<file path="config.mk">
export PLATFORM = sky130hd
export DESIGN_NAME = mdma_controller
export DESIGN_NICKNAME = d
export VERILOG_FILES = /design/src/rtl/mdma_pkg.sv /design/src/rtl/mdma_controller.sv /design/src/rtl/mdma_arbiter.sv
export VERILOG_INCLUDE_DIRS = /design/src /design/src/rtl
export SDC_FILE = /design/constraint.sdc
export NUM_CORES = 2
export LEC_CHECK = 0
export BUFFER_PORTS_ARGS = -buffer_cell sky130_fd_sc_hd__buf_4
export CORE_AREA = 2 2 261 392
export CTS_BUF_LIST = sky130_fd_sc_hd__clkbuf_4 sky130_fd_sc_hd__clkbuf_8
export CTS_CLUSTER_DIAMETER = 100
export DETAILED_ROUTE_END_ITERATION = 10
export DIE_AREA = 0 0 263 394
export PLACE_DENSITY = 0.78
export SYNTH_ARGS = -nofsm -noshare
export SYNTH_HDL_FRONTEND = slang
export SYNTH_SLANG_ARGS = --single-unit
</file>
<file path="constraint.sdc">
create_clock -name clk -period 13.8 [get_ports clk]
set_input_delay 2.76 -clock clk [delete_from_list [all_inputs] [get_ports clk]]
set_output_delay 2.76 -clock clk [all_outputs]
set_load 0.01 [all_outputs]
</file>
<file path="src/rtl/mdma_defines.svh">
`ifndef MDMA_DEFINES_SVH
`define MDMA_DEFINES_SVH
`define MDMA_NCH          6
`define MDMA_AW           16
`define MDMA_SYNC_NONE    4'h0
`define MDMA_SYNC_SP_LO   4'h1
`define MDMA_SYNC_SP_HI   4'h6
`define MDMA_SYNC_BS_LO   4'h7
`define MDMA_SYNC_BS_HI   4'hC
`define MDMA_SYNC_TIMER   4'hD
`define MDMA_SYNC_EXT3    4'hE
`define MDMA_ISEL_SERIAL  2'h0
`define MDMA_ISEL_HALF    2'h1
`define MDMA_ISEL_ALL     2'h2
`define MDMA_MOD_KEEP     2'h0
`define MDMA_MOD_INC      2'h1
`define MDMA_MOD_DEC      2'h2
`define MDMA_MOD_INDEX    2'h3
`endif

</file>
<file path="src/rtl/mdma_pkg.sv">
`default_nettype none
package mdma_pkg;
  typedef enum logic [3:0] {
    MDMA_IDLE  = 4'h1,
    MDMA_READ  = 4'h2,
    MDMA_WRITE = 4'h4,
    MDMA_UPD   = 4'h8
  } mdma_state_t;
endpackage : mdma_pkg
`default_nettype wire

</file>
<file path="src/rtl/mdma_controller.sv">
`include "mdma_defines.svh"
`default_nettype none
// Functional notes
// - six channels, each with its own independent transfer context
// - address map ignores memory-mode, rom-in-data and overlay bits
// - per-channel priority bit; equal-level requests served round-robin
// - source and destination separately keep, increment, decrement or index
// - autoinitialize_enable reloads addresses and counts at block end and continues
// - reload select 0 uses channel zero set, 1 per-channel sets
// - 8-bit frame counter decrements on last read of frame; 0 is one frame
// - after last frame with autoinitialize_enable, frame count reloaded from reload set
// - 16-bit element counter decrements after each element read
// - autoinitialize_enable reloads element count after last frame
// - doubleword element moves as two 16-bit transfers, address update each
// - index selects pick one of two element and two frame indexes
// - non-last transfers add selected element index
// - last transfer of frame adds selected frame index
// - interrupt enable low means no channel interrupt at all
// - autobuffer mode: full only, or half and full when mode bit set
// - multiframe: block end only, or each frame end when mode bit set
// - 4-bit sync select: none, timer, external interrupt three, reserved
// - codes 1-6 serial port events, 7-12 same in bit-serial buffered mode
// - each channel raises own interrupt; channels 0-3 share serial lines
// - interrupt line select routes lines 6, 7, 10, 11
module mdma_controller
  import mdma_pkg::*;
(
  input  wire logic                  clk,
  input  wire logic                  rst,
  input  wire logic [5:0]            channelEnable,
  input  wire logic [5:0]            channelPriority,
  input  wire logic [5:0]            autoinitializeEnable,
  input  wire logic [5:0]            doublewordMode,
  input  wire logic [5:0]            autobufferingMode,
  input  wire logic [5:0]            interruptEnableBit,
  input  wire logic [5:0]            interruptMode,
  input  wire logic [11:0]           sourceModify,
  input  wire logic [11:0]           destinationModify,
  input  wire logic [5:0]            sourceIndexSelect,
  input  wire logic [5:0]            destinationIndexSelect,
  input  wire logic [23:0]           syncEventSelect,
  input  wire logic                  perChannelReloadSelect,
  input  wire logic [1:0]            interruptLineSelect,
  input  wire logic                  processorMemoryMode,
  input  wire logic                  romInDataSpace,
  input  wire logic                  ramOverlay,
  input  wire logic                  cfgWrite,
  input  wire logic [2:0]            cfgChannel,
  input  wire logic [15:0]           cfgSourceAddress,
  input  wire logic [15:0]           cfgDestinationAddress,
  input  wire logic [15:0]           cfgElementCount,
  input  wire logic [7:0]            cfgFrameCount,
  input  wire logic                  reloadWrite,
  input  wire logic [2:0]            reloadChannel,
  input  wire logic [15:0]           reloadSourceAddress,
  input  wire logic [15:0]           reloadDestinationAddress,
  input  wire logic [15:0]           reloadElementCount,
  input  wire logic [7:0]            reloadFrameCount,
  input  wire logic [15:0]           elementIndexZero,
  input  wire logic [15:0]           elementIndexOne,
  input  wire logic [15:0]           frameIndexZero,
  input  wire logic [15:0]           frameIndexOne,
  input  wire logic [5:0]            serialEvent,
  input  wire logic [5:0]            bitSerialEvent,
  input  wire logic                  timerEvent,
  input  wire logic                  externalInterruptThree,
  input  wire logic [3:0]            serialPortInterrupt,
  input  wire logic [15:0]           memReadData,
  output logic                       memRead,
  output logic                       memWrite,
  output logic [15:0]                memAddress,
  output logic [15:0]                memWriteData,
  output logic [5:0]                 channelBusy,
  output logic [5:0]                 channelInterrupt,
  output logic [3:0]                 sharedInterruptLine,
  output logic                       channel4Interrupt,
  output logic                       channel5Interrupt
);
  // per-channel context, flip-flop arrays indexed by channel
  logic [15:0] srcQ     [6];
  logic [15:0] dstQ     [6];
  logic [15:0] elemQ    [6];
  logic [7:0]  frameQ   [6];
  logic [15:0] elemInitQ[6];
  logic [15:0] gSrcQ    [6];
  logic [15:0] gDstQ    [6];
  logic [15:0] gElemQ   [6];
  logic [7:0]  gFrameQ  [6];
  logic [5:0]  activeQ;
  logic [5:0]  pendQ;
  logic [5:0]  extPrevQ;
  logic [5:0]  halfDoneQ;

  mdma_state_t stateQ;
  logic [2:0]  curQ;
  logic        halfQ;
  logic [5:0]  grant;
  logic [5:0]  request;
  logic [2:0]  grantIdx;
  logic        memReadQ;
  logic        memWriteQ;
  logic [15:0] memAddrQ;
  logic [15:0] memDataQ;
  logic [5:0]  irqPulseQ;
  logic [3:0]  sharedQ;
  logic        ch4Q;
  logic        ch5Q;

  // address decode deliberately ignores the map configuration inputs
  logic unusedMapBits;
  assign unusedMapBits = processorMemoryMode ^ romInDataSpace ^ ramOverlay;

  function automatic logic [2:0] onehot_idx(input logic [5:0] v);
    logic [2:0] r;
    r = 3'h0;
    for (int k = 0; k < 6; k++) begin
      if (v[k]) begin
        r = 3'(k);
      end
    end
    return r;
  endfunction : onehot_idx

  // next address after one 16-bit transfer
  function automatic logic [15:0] next_addr(input logic [15:0] a, input logic [1:0] m,
                                            input logic [15:0] idx);
    logic [15:0] r;
    case (m)
      `MDMA_MOD_KEEP:  r = a;
      `MDMA_MOD_INC:   r = a + 16'h0001;
      `MDMA_MOD_DEC:   r = a - 16'h0001;
      `MDMA_MOD_INDEX: r = a + idx;
      default:         r = a;
    endcase
    return r;
  endfunction : next_addr

  // sync event selection per channel
  function automatic logic sync_hit(input logic [3:0] s, input logic [5:0] se, input logic [5:0] bse,
                                    input logic tmr, input logic ext);
    logic r;
    r = 1'b0;
    if (s >= `MDMA_SYNC_SP_LO && s <= `MDMA_SYNC_SP_HI) begin
      r = se[3'(s - `MDMA_SYNC_SP_LO)];
    end else if (s >= `MDMA_SYNC_BS_LO && s <= `MDMA_SYNC_BS_HI) begin
      r = bse[3'(s - `MDMA_SYNC_BS_LO)];
    end else if (s == `MDMA_SYNC_TIMER) begin
      r = tmr;
    end else if (s == `MDMA_SYNC_EXT3) begin
      r = ext;
    end
    return r;
  endfunction : sync_hit

  generate
    for (genvar c = 0; c < 6; c++) begin : g_sync
      logic hit;
      logic [3:0] sel;
      assign sel = syncEventSelect[4*c +: 4];
      assign hit = (sel == `MDMA_SYNC_EXT3) ? (externalInterruptThree & ~extPrevQ[c])
                 : sync_hit(sel, serialEvent, bitSerialEvent, timerEvent, 1'b0);
      // unsynchronized channels request continuously; reserved code never fires
      assign request[c] = activeQ[c] & channelEnable[c] &
                          ((sel == `MDMA_SYNC_NONE) | pendQ[c]);

      always_ff @(posedge clk) begin
        if (rst) begin
          pendQ[c]    <= 1'b0;
          extPrevQ[c] <= 1'b0;
        end else begin
          extPrevQ[c] <= externalInterruptThree;
          if (hit) begin
            pendQ[c] <= 1'b1; // event beats the clear below
          end else if (stateQ == MDMA_UPD && curQ == 3'(c) && !(doublewordMode[c] && !halfQ)) begin
            pendQ[c] <= 1'b0;
          end
        end
      end
    end
  endgenerate

  mdma_arbiter u_arb (
    .clk     (clk),
    .rst     (rst),
    .req     (request),
    .highPri (channelPriority),
    .advance (stateQ == MDMA_IDLE && request != 6'h00),
    .grant   (grant)
  );
  assign grantIdx = onehot_idx(grant);

  // element-level flags of the current channel
  logic        lastElem;
  logic        lastFrame;
  logic        elemDone;
  logic [15:0] srcElemIdx;
  logic [15:0] dstElemIdx;
  logic [15:0] srcIdx;
  logic [15:0] dstIdx;
  logic [2:0]  rsel;
  assign lastElem  = (elemQ[curQ] == 16'h0000);
  assign lastFrame = (frameQ[curQ] == 8'h00);
  assign elemDone  = !doublewordMode[curQ] || halfQ;
  assign srcElemIdx = sourceIndexSelect[curQ] ? elementIndexOne : elementIndexZero;
  assign dstElemIdx = destinationIndexSelect[curQ] ? elementIndexOne : elementIndexZero;
  assign srcIdx = (lastElem && elemDone) ? (sourceIndexSelect[curQ] ? frameIndexOne : frameIndexZero)
                : srcElemIdx;
  assign dstIdx = (lastElem && elemDone) ? (destinationIndexSelect[curQ] ? frameIndexOne : frameIndexZero)
                : dstElemIdx;
  assign rsel = perChannelReloadSelect ? curQ : 3'h0;

  // transfer sequencer
  always_ff @(posedge clk) begin
    if (rst) begin
      stateQ    <= MDMA_IDLE;
      curQ      <= 3'h0;
      halfQ     <= 1'b0;
      memReadQ  <= 1'b0;
      memWriteQ <= 1'b0;
      memAddrQ  <= 16'h0000;
      memDataQ  <= 16'h0000;
    end else begin
      memReadQ  <= 1'b0;
      memWriteQ <= 1'b0;
      case (stateQ)
        MDMA_IDLE: begin
          if (request != 6'h00) begin
            curQ     <= grantIdx;
            halfQ    <= 1'b0;
            memReadQ <= 1'b1;
            memAddrQ <= srcQ[grantIdx];
            stateQ   <= MDMA_READ;
          end
        end
        MDMA_READ: begin
          stateQ <= MDMA_WRITE;
        end
        MDMA_WRITE: begin
          memWriteQ <= 1'b1;
          memAddrQ  <= dstQ[curQ];
          memDataQ  <= memReadData;
          stateQ    <= MDMA_UPD;
        end
        MDMA_UPD: begin
          if (!elemDone) begin
            halfQ    <= 1'b1; // second half of doubleword follows at once
            memReadQ <= 1'b1;
            memAddrQ <= next_addr(srcQ[curQ], sourceModify[2*curQ +: 2], srcIdx);
            stateQ   <= MDMA_READ;
          end else begin
            stateQ <= MDMA_IDLE;
          end
        end
        default: stateQ <= MDMA_IDLE;
      endcase
    end
  end

  // reload register sets, written by software at any time
  always_ff @(posedge clk) begin
    if (rst) begin
      for (int k = 0; k < 6; k++) begin
        gSrcQ[k]   <= 16'h0000;
        gDstQ[k]   <= 16'h0000;
        gElemQ[k]  <= 16'h0000;
        gFrameQ[k] <= 8'h00;
      end
    end else if (reloadWrite && reloadChannel < 3'h6) begin
      gSrcQ[reloadChannel]   <= reloadSourceAddress;
      gDstQ[reloadChannel]   <= reloadDestinationAddress;
      gElemQ[reloadChannel]  <= reloadElementCount;
      gFrameQ[reloadChannel] <= reloadFrameCount;
    end
  end

  // channel context update
  always_ff @(posedge clk) begin
    if (rst) begin
      for (int k = 0; k < 6; k++) begin
        srcQ[k]      <= 16'h0000;
        dstQ[k]      <= 16'h0000;
        elemQ[k]     <= 16'h0000;
        elemInitQ[k] <= 16'h0000;
        frameQ[k]    <= 8'h00;
      end
      activeQ <= 6'h00;
    end else begin
      if (cfgWrite && cfgChannel < 3'h6) begin
        srcQ[cfgChannel]      <= cfgSourceAddress;
        dstQ[cfgChannel]      <= cfgDestinationAddress;
        elemQ[cfgChannel]     <= cfgElementCount;
        elemInitQ[cfgChannel] <= cfgElementCount;
        frameQ[cfgChannel]    <= cfgFrameCount;
        activeQ[cfgChannel]   <= 1'b1;
      end
      if (stateQ == MDMA_UPD) begin
        srcQ[curQ] <= next_addr(srcQ[curQ], sourceModify[2*curQ +: 2], srcIdx);
        dstQ[curQ] <= next_addr(dstQ[curQ], destinationModify[2*curQ +: 2], dstIdx);
        if (elemDone) begin
          if (!lastElem) begin
            elemQ[curQ] <= elemQ[curQ] - 16'h0001;
          end else if (!lastFrame) begin
            frameQ[curQ] <= frameQ[curQ] - 8'h01;
            elemQ[curQ]  <= elemInitQ[curQ];
          end else if (autoinitializeEnable[curQ]) begin
            // reload contents used only here, at the block boundary
            srcQ[curQ]      <= gSrcQ[rsel];
            dstQ[curQ]      <= gDstQ[rsel];
            elemQ[curQ]     <= gElemQ[rsel];
            elemInitQ[curQ] <= gElemQ[rsel];
            frameQ[curQ]    <= gFrameQ[rsel];
          end else begin
            activeQ[curQ] <= 1'b0;
          end
        end
      end
    end
  end

  // interrupt events
  logic frameEnd;
  logic blockEnd;
  logic halfPoint;
  assign frameEnd  = stateQ == MDMA_UPD && elemDone && lastElem;
  assign blockEnd  = frameEnd && lastFrame;
  // half buffer: element count crosses half of its frame start value
  assign halfPoint = stateQ == MDMA_UPD && elemDone && !lastElem &&
                     (elemQ[curQ] == {1'b0, elemInitQ[curQ][15:1]}) && !halfDoneQ[curQ];

  always_ff @(posedge clk) begin
    if (rst) begin
      irqPulseQ <= 6'h00;
      halfDoneQ <= 6'h00;
    end else begin
      irqPulseQ <= 6'h00;
      if (halfPoint) begin
        halfDoneQ[curQ] <= 1'b1;
      end else if (blockEnd) begin
        halfDoneQ[curQ] <= 1'b0;
      end
      if (interruptEnableBit[curQ]) begin
        if (autobufferingMode[curQ]) begin
          irqPulseQ[curQ] <= blockEnd || (interruptMode[curQ] && halfPoint);
        end else begin
          irqPulseQ[curQ] <= interruptMode[curQ] ? frameEnd : blockEnd;
        end
      end
    end
  end

  // line routing; reserved select keeps serial sources
  always_ff @(posedge clk) begin
    if (rst) begin
      sharedQ <= 4'h0;
      ch4Q    <= 1'b0;
      ch5Q    <= 1'b0;
    end else begin
      ch4Q <= irqPulseQ[4];
      ch5Q <= irqPulseQ[5];
      case (interruptLineSelect)
        `MDMA_ISEL_HALF: sharedQ <= {irqPulseQ[3], irqPulseQ[2], serialPortInterrupt[1:0]};
        `MDMA_ISEL_ALL:  sharedQ <= irqPulseQ[3:0];
        default:         sharedQ <= serialPortInterrupt;
      endcase
    end
  end

  assign memRead             = memReadQ;
  assign memWrite            = memWriteQ;
  assign memAddress          = memAddrQ;
  assign memWriteData        = memDataQ;
  assign channelBusy         = activeQ;
  assign channelInterrupt    = irqPulseQ;
  assign sharedInterruptLine = sharedQ;
  assign channel4Interrupt   = ch4Q;
  assign channel5Interrupt   = ch5Q;

  chk_no_irq_disabled: assert property (@(posedge clk) disable iff (rst)
    (stateQ == MDMA_UPD && !interruptEnableBit[curQ]) |=> !irqPulseQ[$past(curQ)])
    else $error("interrupt while disabled");
  chk_block_irq: assert property (@(posedge clk) disable iff (rst)
    (blockEnd && interruptEnableBit[curQ]) |=> irqPulseQ[$past(curQ)])
    else $error("block end interrupt missing");
  chk_elem_decr: assert property (@(posedge clk) disable iff (rst)
    (stateQ == MDMA_UPD && elemDone && !lastElem && !cfgWrite) |=>
      elemQ[$past(curQ)] == $past(elemQ[curQ]) - 16'h0001)
    else $error("element count not decremented");
  chk_read_write: assert property (@(posedge clk) disable iff (rst)
    memRead |-> ##2 memWrite)
    else $error("write does not follow read");
  chk_high_first: assert property (@(posedge clk) disable iff (rst)
    (stateQ == MDMA_IDLE && (request & channelPriority) != 6'h00) |=> channelPriority[curQ])
    else $error("low priority granted over high");
  chk_route_all: assert property (@(posedge clk) disable iff (rst)
    (interruptLineSelect == `MDMA_ISEL_ALL) |=> sharedInterruptLine == $past(irqPulseQ[3:0]))
    else $error("shared line routing wrong");
  chk_route_ser: assert property (@(posedge clk) disable iff (rst)
    (interruptLineSelect == `MDMA_ISEL_SERIAL) |=> sharedInterruptLine == $past(serialPortInterrupt))
    else $error("serial routing wrong");
  chk_frame_decr: assert property (@(posedge clk) disable iff (rst)
    (frameEnd && !lastFrame && !cfgWrite) |=> frameQ[$past(curQ)] == $past(frameQ[curQ]) - 8'h01)
    else $error("frame count not decremented");
endmodule : mdma_controller
`default_nettype wire

</file>
<file path="src/rtl/mdma_arbiter.sv">
`include "mdma_defines.svh"
`default_nettype none
module mdma_arbiter
  import mdma_pkg::*;
(
  input  wire logic       clk,
  input  wire logic       rst,
  input  wire logic [5:0] req,
  input  wire logic [5:0] highPri,
  input  wire logic       advance,
  output logic [5:0]      grant
);
  logic [2:0] lastQ;

  // rotate from the channel after the last winner
  function automatic logic [5:0] rr_pick(input logic [5:0] r, input logic [2:0] last);
    logic [5:0] g;
    logic [2:0] idx;
    g = 6'h00;
    for (int k = 1; k <= 6; k++) begin
      idx = 3'((int'(last) + k) % 6);
      if (g == 6'h00 && r[idx]) begin
        g[idx] = 1'b1;
      end
    end
    return g;
  endfunction : rr_pick

  always_comb begin
    if ((req & highPri) != 6'h00) begin
      grant = rr_pick(req & highPri, lastQ);
    end else begin
      grant = rr_pick(req, lastQ);
    end
  end

  always_ff @(posedge clk) begin
    if (rst) begin
      lastQ <= 3'h5;
    end else if (advance) begin
      for (int k = 0; k < 6; k++) begin
        if (grant[k]) begin
          lastQ <= 3'(k);
        end
      end
    end
  end
endmodule : mdma_arbiter
`default_nettype wire

</file>
==> results.toml <==
[detailed_routing]
dr.pass1.iters = 9
wire_per_inst_um = 27.33
viasPerCell = 6.773
ant_nets = 0
via_count = 48510
drtIter0Drc = 6706
drt_wl_total_um = 195700
drc = 0

[cts]
cts_buffer_depth = 3
clkSinkCount = 1103
htreeDepth = 4
tritoncts = "built"
holdBufCountCts = 0
clkLatencyLatePin_ns = 0.91
cts_buffers = 162
clock-root-buffer = "clkbuf_8"
cts_resized = 0
path_clk_slew_ns = 0.07
postCtsSetupBuffers = 0

[critical_path]
path_max_fanout = 40
cpMaxStageDelayCell = "dfxtp_4"
reg2reg_depth = 30
arrival_ns = 10.33
crit_type = "reg -> reg"
crit_top_cell = "o21ai_0"
max_stage_delay_ns = 0.94
regToRegEndpoint = "dstQ[0][15]$_DFFE_PP_"
crit_required_ns = 14.38
r2r_slack_ns = 4.06
end_kind = "register"
crit_path_end = "dstQ[0][15]$_DFFE_PP_"
path_delay_family = "compound AO/OA/AOI/OAI gates"
startpoint_type = "register"
cp.buffers_inverters = 3
crit_cells = 30

[die]
top_level_ports = 380
die_y_um = 394
die_w_um = 263
initial_utilization_pct = 59.36
coreArea_sq_um = 100600
rows = 143
die_area_sq_um = 103600

[sta]
clock.fmax_mhz = 102.6
fin_tns_setup_ns = 0
slew-limit-headroom_pct = 12.58
fin_skew_ns = 0.06232
hold_viol = 0
grt_setup_unrepaired = "false"
finalSetupViolCount = 0
min_period_ns = 9.745
maxSlewViolCount = 0
max_slew.worst_pin.slew_ns = 1.306
fin_crit_sh_pct = 70.61

[yosys]
synth_edf_count = 1024
async_flop_share_pct = 0
synthTopCellsByArea = "edfxtp_1, mux4_2, o21ai_0, nand2_1, nor2_1"
syn-cell-area_sq_um = 59690
syn_inst = 5377
yosysTopAreaCell = "edfxtp_1"
synth.avg_cell_area_sq_um = 11.10
netlist.area_leader.share_pct = 51.52
yosysSeqAreaShare_pct = 54.17
yosysWarningCount = 0
synth_flop_cell = "edfxtp_1"
synth-seq-cells = 1103
synthDistinctLibCells = 94

[global_route]
grt_pass1_vias = 47580
grt_pass1_wl_um = 287600
track_usage_pct = 37.22
grt_overflow_total = 0
antenna_found_initial = 32
grt_max_degree = 174

[pwr]
peakVddDrop_mv = 0.09505
powerDensity_nw_per_um2 = 113.3
cellLeakagePower_nw = 23.79
finalPower_mw = 7.612

[hold_path]
hold_path_depth = 2
hp-class = "reg -> reg"

[cells_and_area]
regArea_sq_um = 32350
syn_to_final_growth_pct = 12.60
num-fill-cells = 7455
multi_input_area_sq_um = 25890
drive_above_1_share_pct = 18.31
fin_nets = 6107

[flow_run]
cap_violations = 0

[outcome]
status = "finished clean"

[placement]
numPortBuffers = 376
gp_congestion = 0.9996
hpwlAfterDp_um = 125300
[synth_stat cells (15+ instances only)]
cell      number
a22o_1       142
and3_1        27
or3_1         15
nor2b_1       38
o21ai_0      577
a31oi_1       57
nor3_1        49
o31ai_1       17
nor2_1       461
clkbuf_1     333
nand2_1      590
inv_1        118
o22ai_1       49
o21ai_1       19
and2_1       116
a21oi_1      282
nand3_1      291
buf_1         83
mux4_2       226
a311oi_1      17
o22a_1        15
a221oi_1      16
o21a_1        49
nand4_1       19
xor2_1        17
mux2i_1      126
mux2_2        35
edfxtp_1    1024
ha_1          73
xnor2_1       53
o211ai_1      23
a211oi_1      87
dfxtp_1       79
a21o_1        21
buf_2         32
[where the power goes]
part | total (mW) | internal, mW | switching [mW]
clock | 2.71 | 1.38 | 1.32
combinational | 0.995 | 0.348 | 0.647
sequential | 3.91 | 3.84 | 0.0687
total | 7.61 | 5.58 | 2.04
[tightest hold or removal path, cell delays in order, from the launching register on]
cell	delay, ns
dfxtp_1	0.31
nand2_1	0.05
a21oi_1	0.05
[metal layers]
layer  up-vias  GRT usage (%)  share of wire (%)
li1      20870              -                  -
met1     23240          43.40                 33
met2      3514          60.71                 48
met3       871          9.714                 12
met4        16          24.94                7.2
met5         -              0              0.056
[through the flow]
| step | utilization, % | hold WS (ns) | instances | worst slack [ns] | instance area (sq um) |
|---|---|---|---|---|---|
| floorplan | - | 0.4463 | 5520 | 5.685 | 60230 |
| global placement | 63.53 | 0.4430 | 6845 | 3.872 | 63880 |
| detailed placement | 63.53 | 0.4469 | 6845 | 3.774 | 63880 |
| CTS | 66.78 | 0.4563 | 7139 | 4.226 | 67150 |
| global route | 66.83 | 0.4800 | 7159 | 3.463 | 67200 |
| finish | 66.84 | 0.4585 | 7163 | 4.055 | 67210 |
[cells in the final DEF (no fill, tap or decap), types with 142 or more instances in the layout]
cell type	count
o21ai_0	577
nand3_1	290
a22o_1	142
mux4_2	226
nor2_1	451
edfxtp_1	1024
buf_4	467
nand2_1	581
conb_1	144
a21oi_1	279
clkbuf_8	165
[state kept, by name, indices dropped and copies added (netlist names), 64 cells and up, named ones only]
name	count
elemQ	128
gSrcQ	128
gFrameQ	64
gDstQ	128
frameQ	64
dstQ	128
elemInitQ	128
srcQ	128
gElemQ	128
[worst min path at each step]
stage	start	to	slack (ns)
finish	memWriteData[2]$_SDFFE_PP0P_	memWriteData[2]$_SDFFE_PP0P_	0.46
global route	memWriteData[7]$_SDFFE_PP0P_	memWriteData[7]$_SDFFE_PP0P_	0.48
CTS	memWriteData[2]$_SDFFE_PP0P_	memWriteData[2]$_SDFFE_PP0P_	0.46
detailed placement	memWriteData[2]$_SDFFE_PP0P_	memWriteData[2]$_SDFFE_PP0P_	0.45
global placement	memWriteData[2]$_SDFFE_PP0P_	memWriteData[2]$_SDFFE_PP0P_	0.44
floorplan	register	register	0.45
[cell families (layout without fill, tap and decap cells)]
family | Yosys count | after routing | synth area share (%)
multiplexers | 388 | 388 | 11.32
AO/OA/AOI/OAI | 1491 | 1491 | 15.59
other | 1 | 168 | 0.006283
XOR/XNOR | 71 | 71 | 1.054
flip-flops | 1103 | 1103 | 54.17
adder cells (fa/ha/maj) | 75 | 75 | 1.597
AND/OR/NAND/NOR | 1677 | 1677 | 12.60
buffers and inverters | 571 | 885 | 3.664
[layout make-up]
class                           count  area share, %
Antenna cell                       24        0.08936
Multi-Input combinational cell   3846          38.53
Clock buffer                      216          3.949
Tap cell                         1305          2.430
Inverter                          122         0.6814
Sequential cell                  1103          48.13
Clock inverter                     78         0.9141
Timing Repair Buffer              469          5.276
Note: power is estimated with default switching activity, not from simulation.
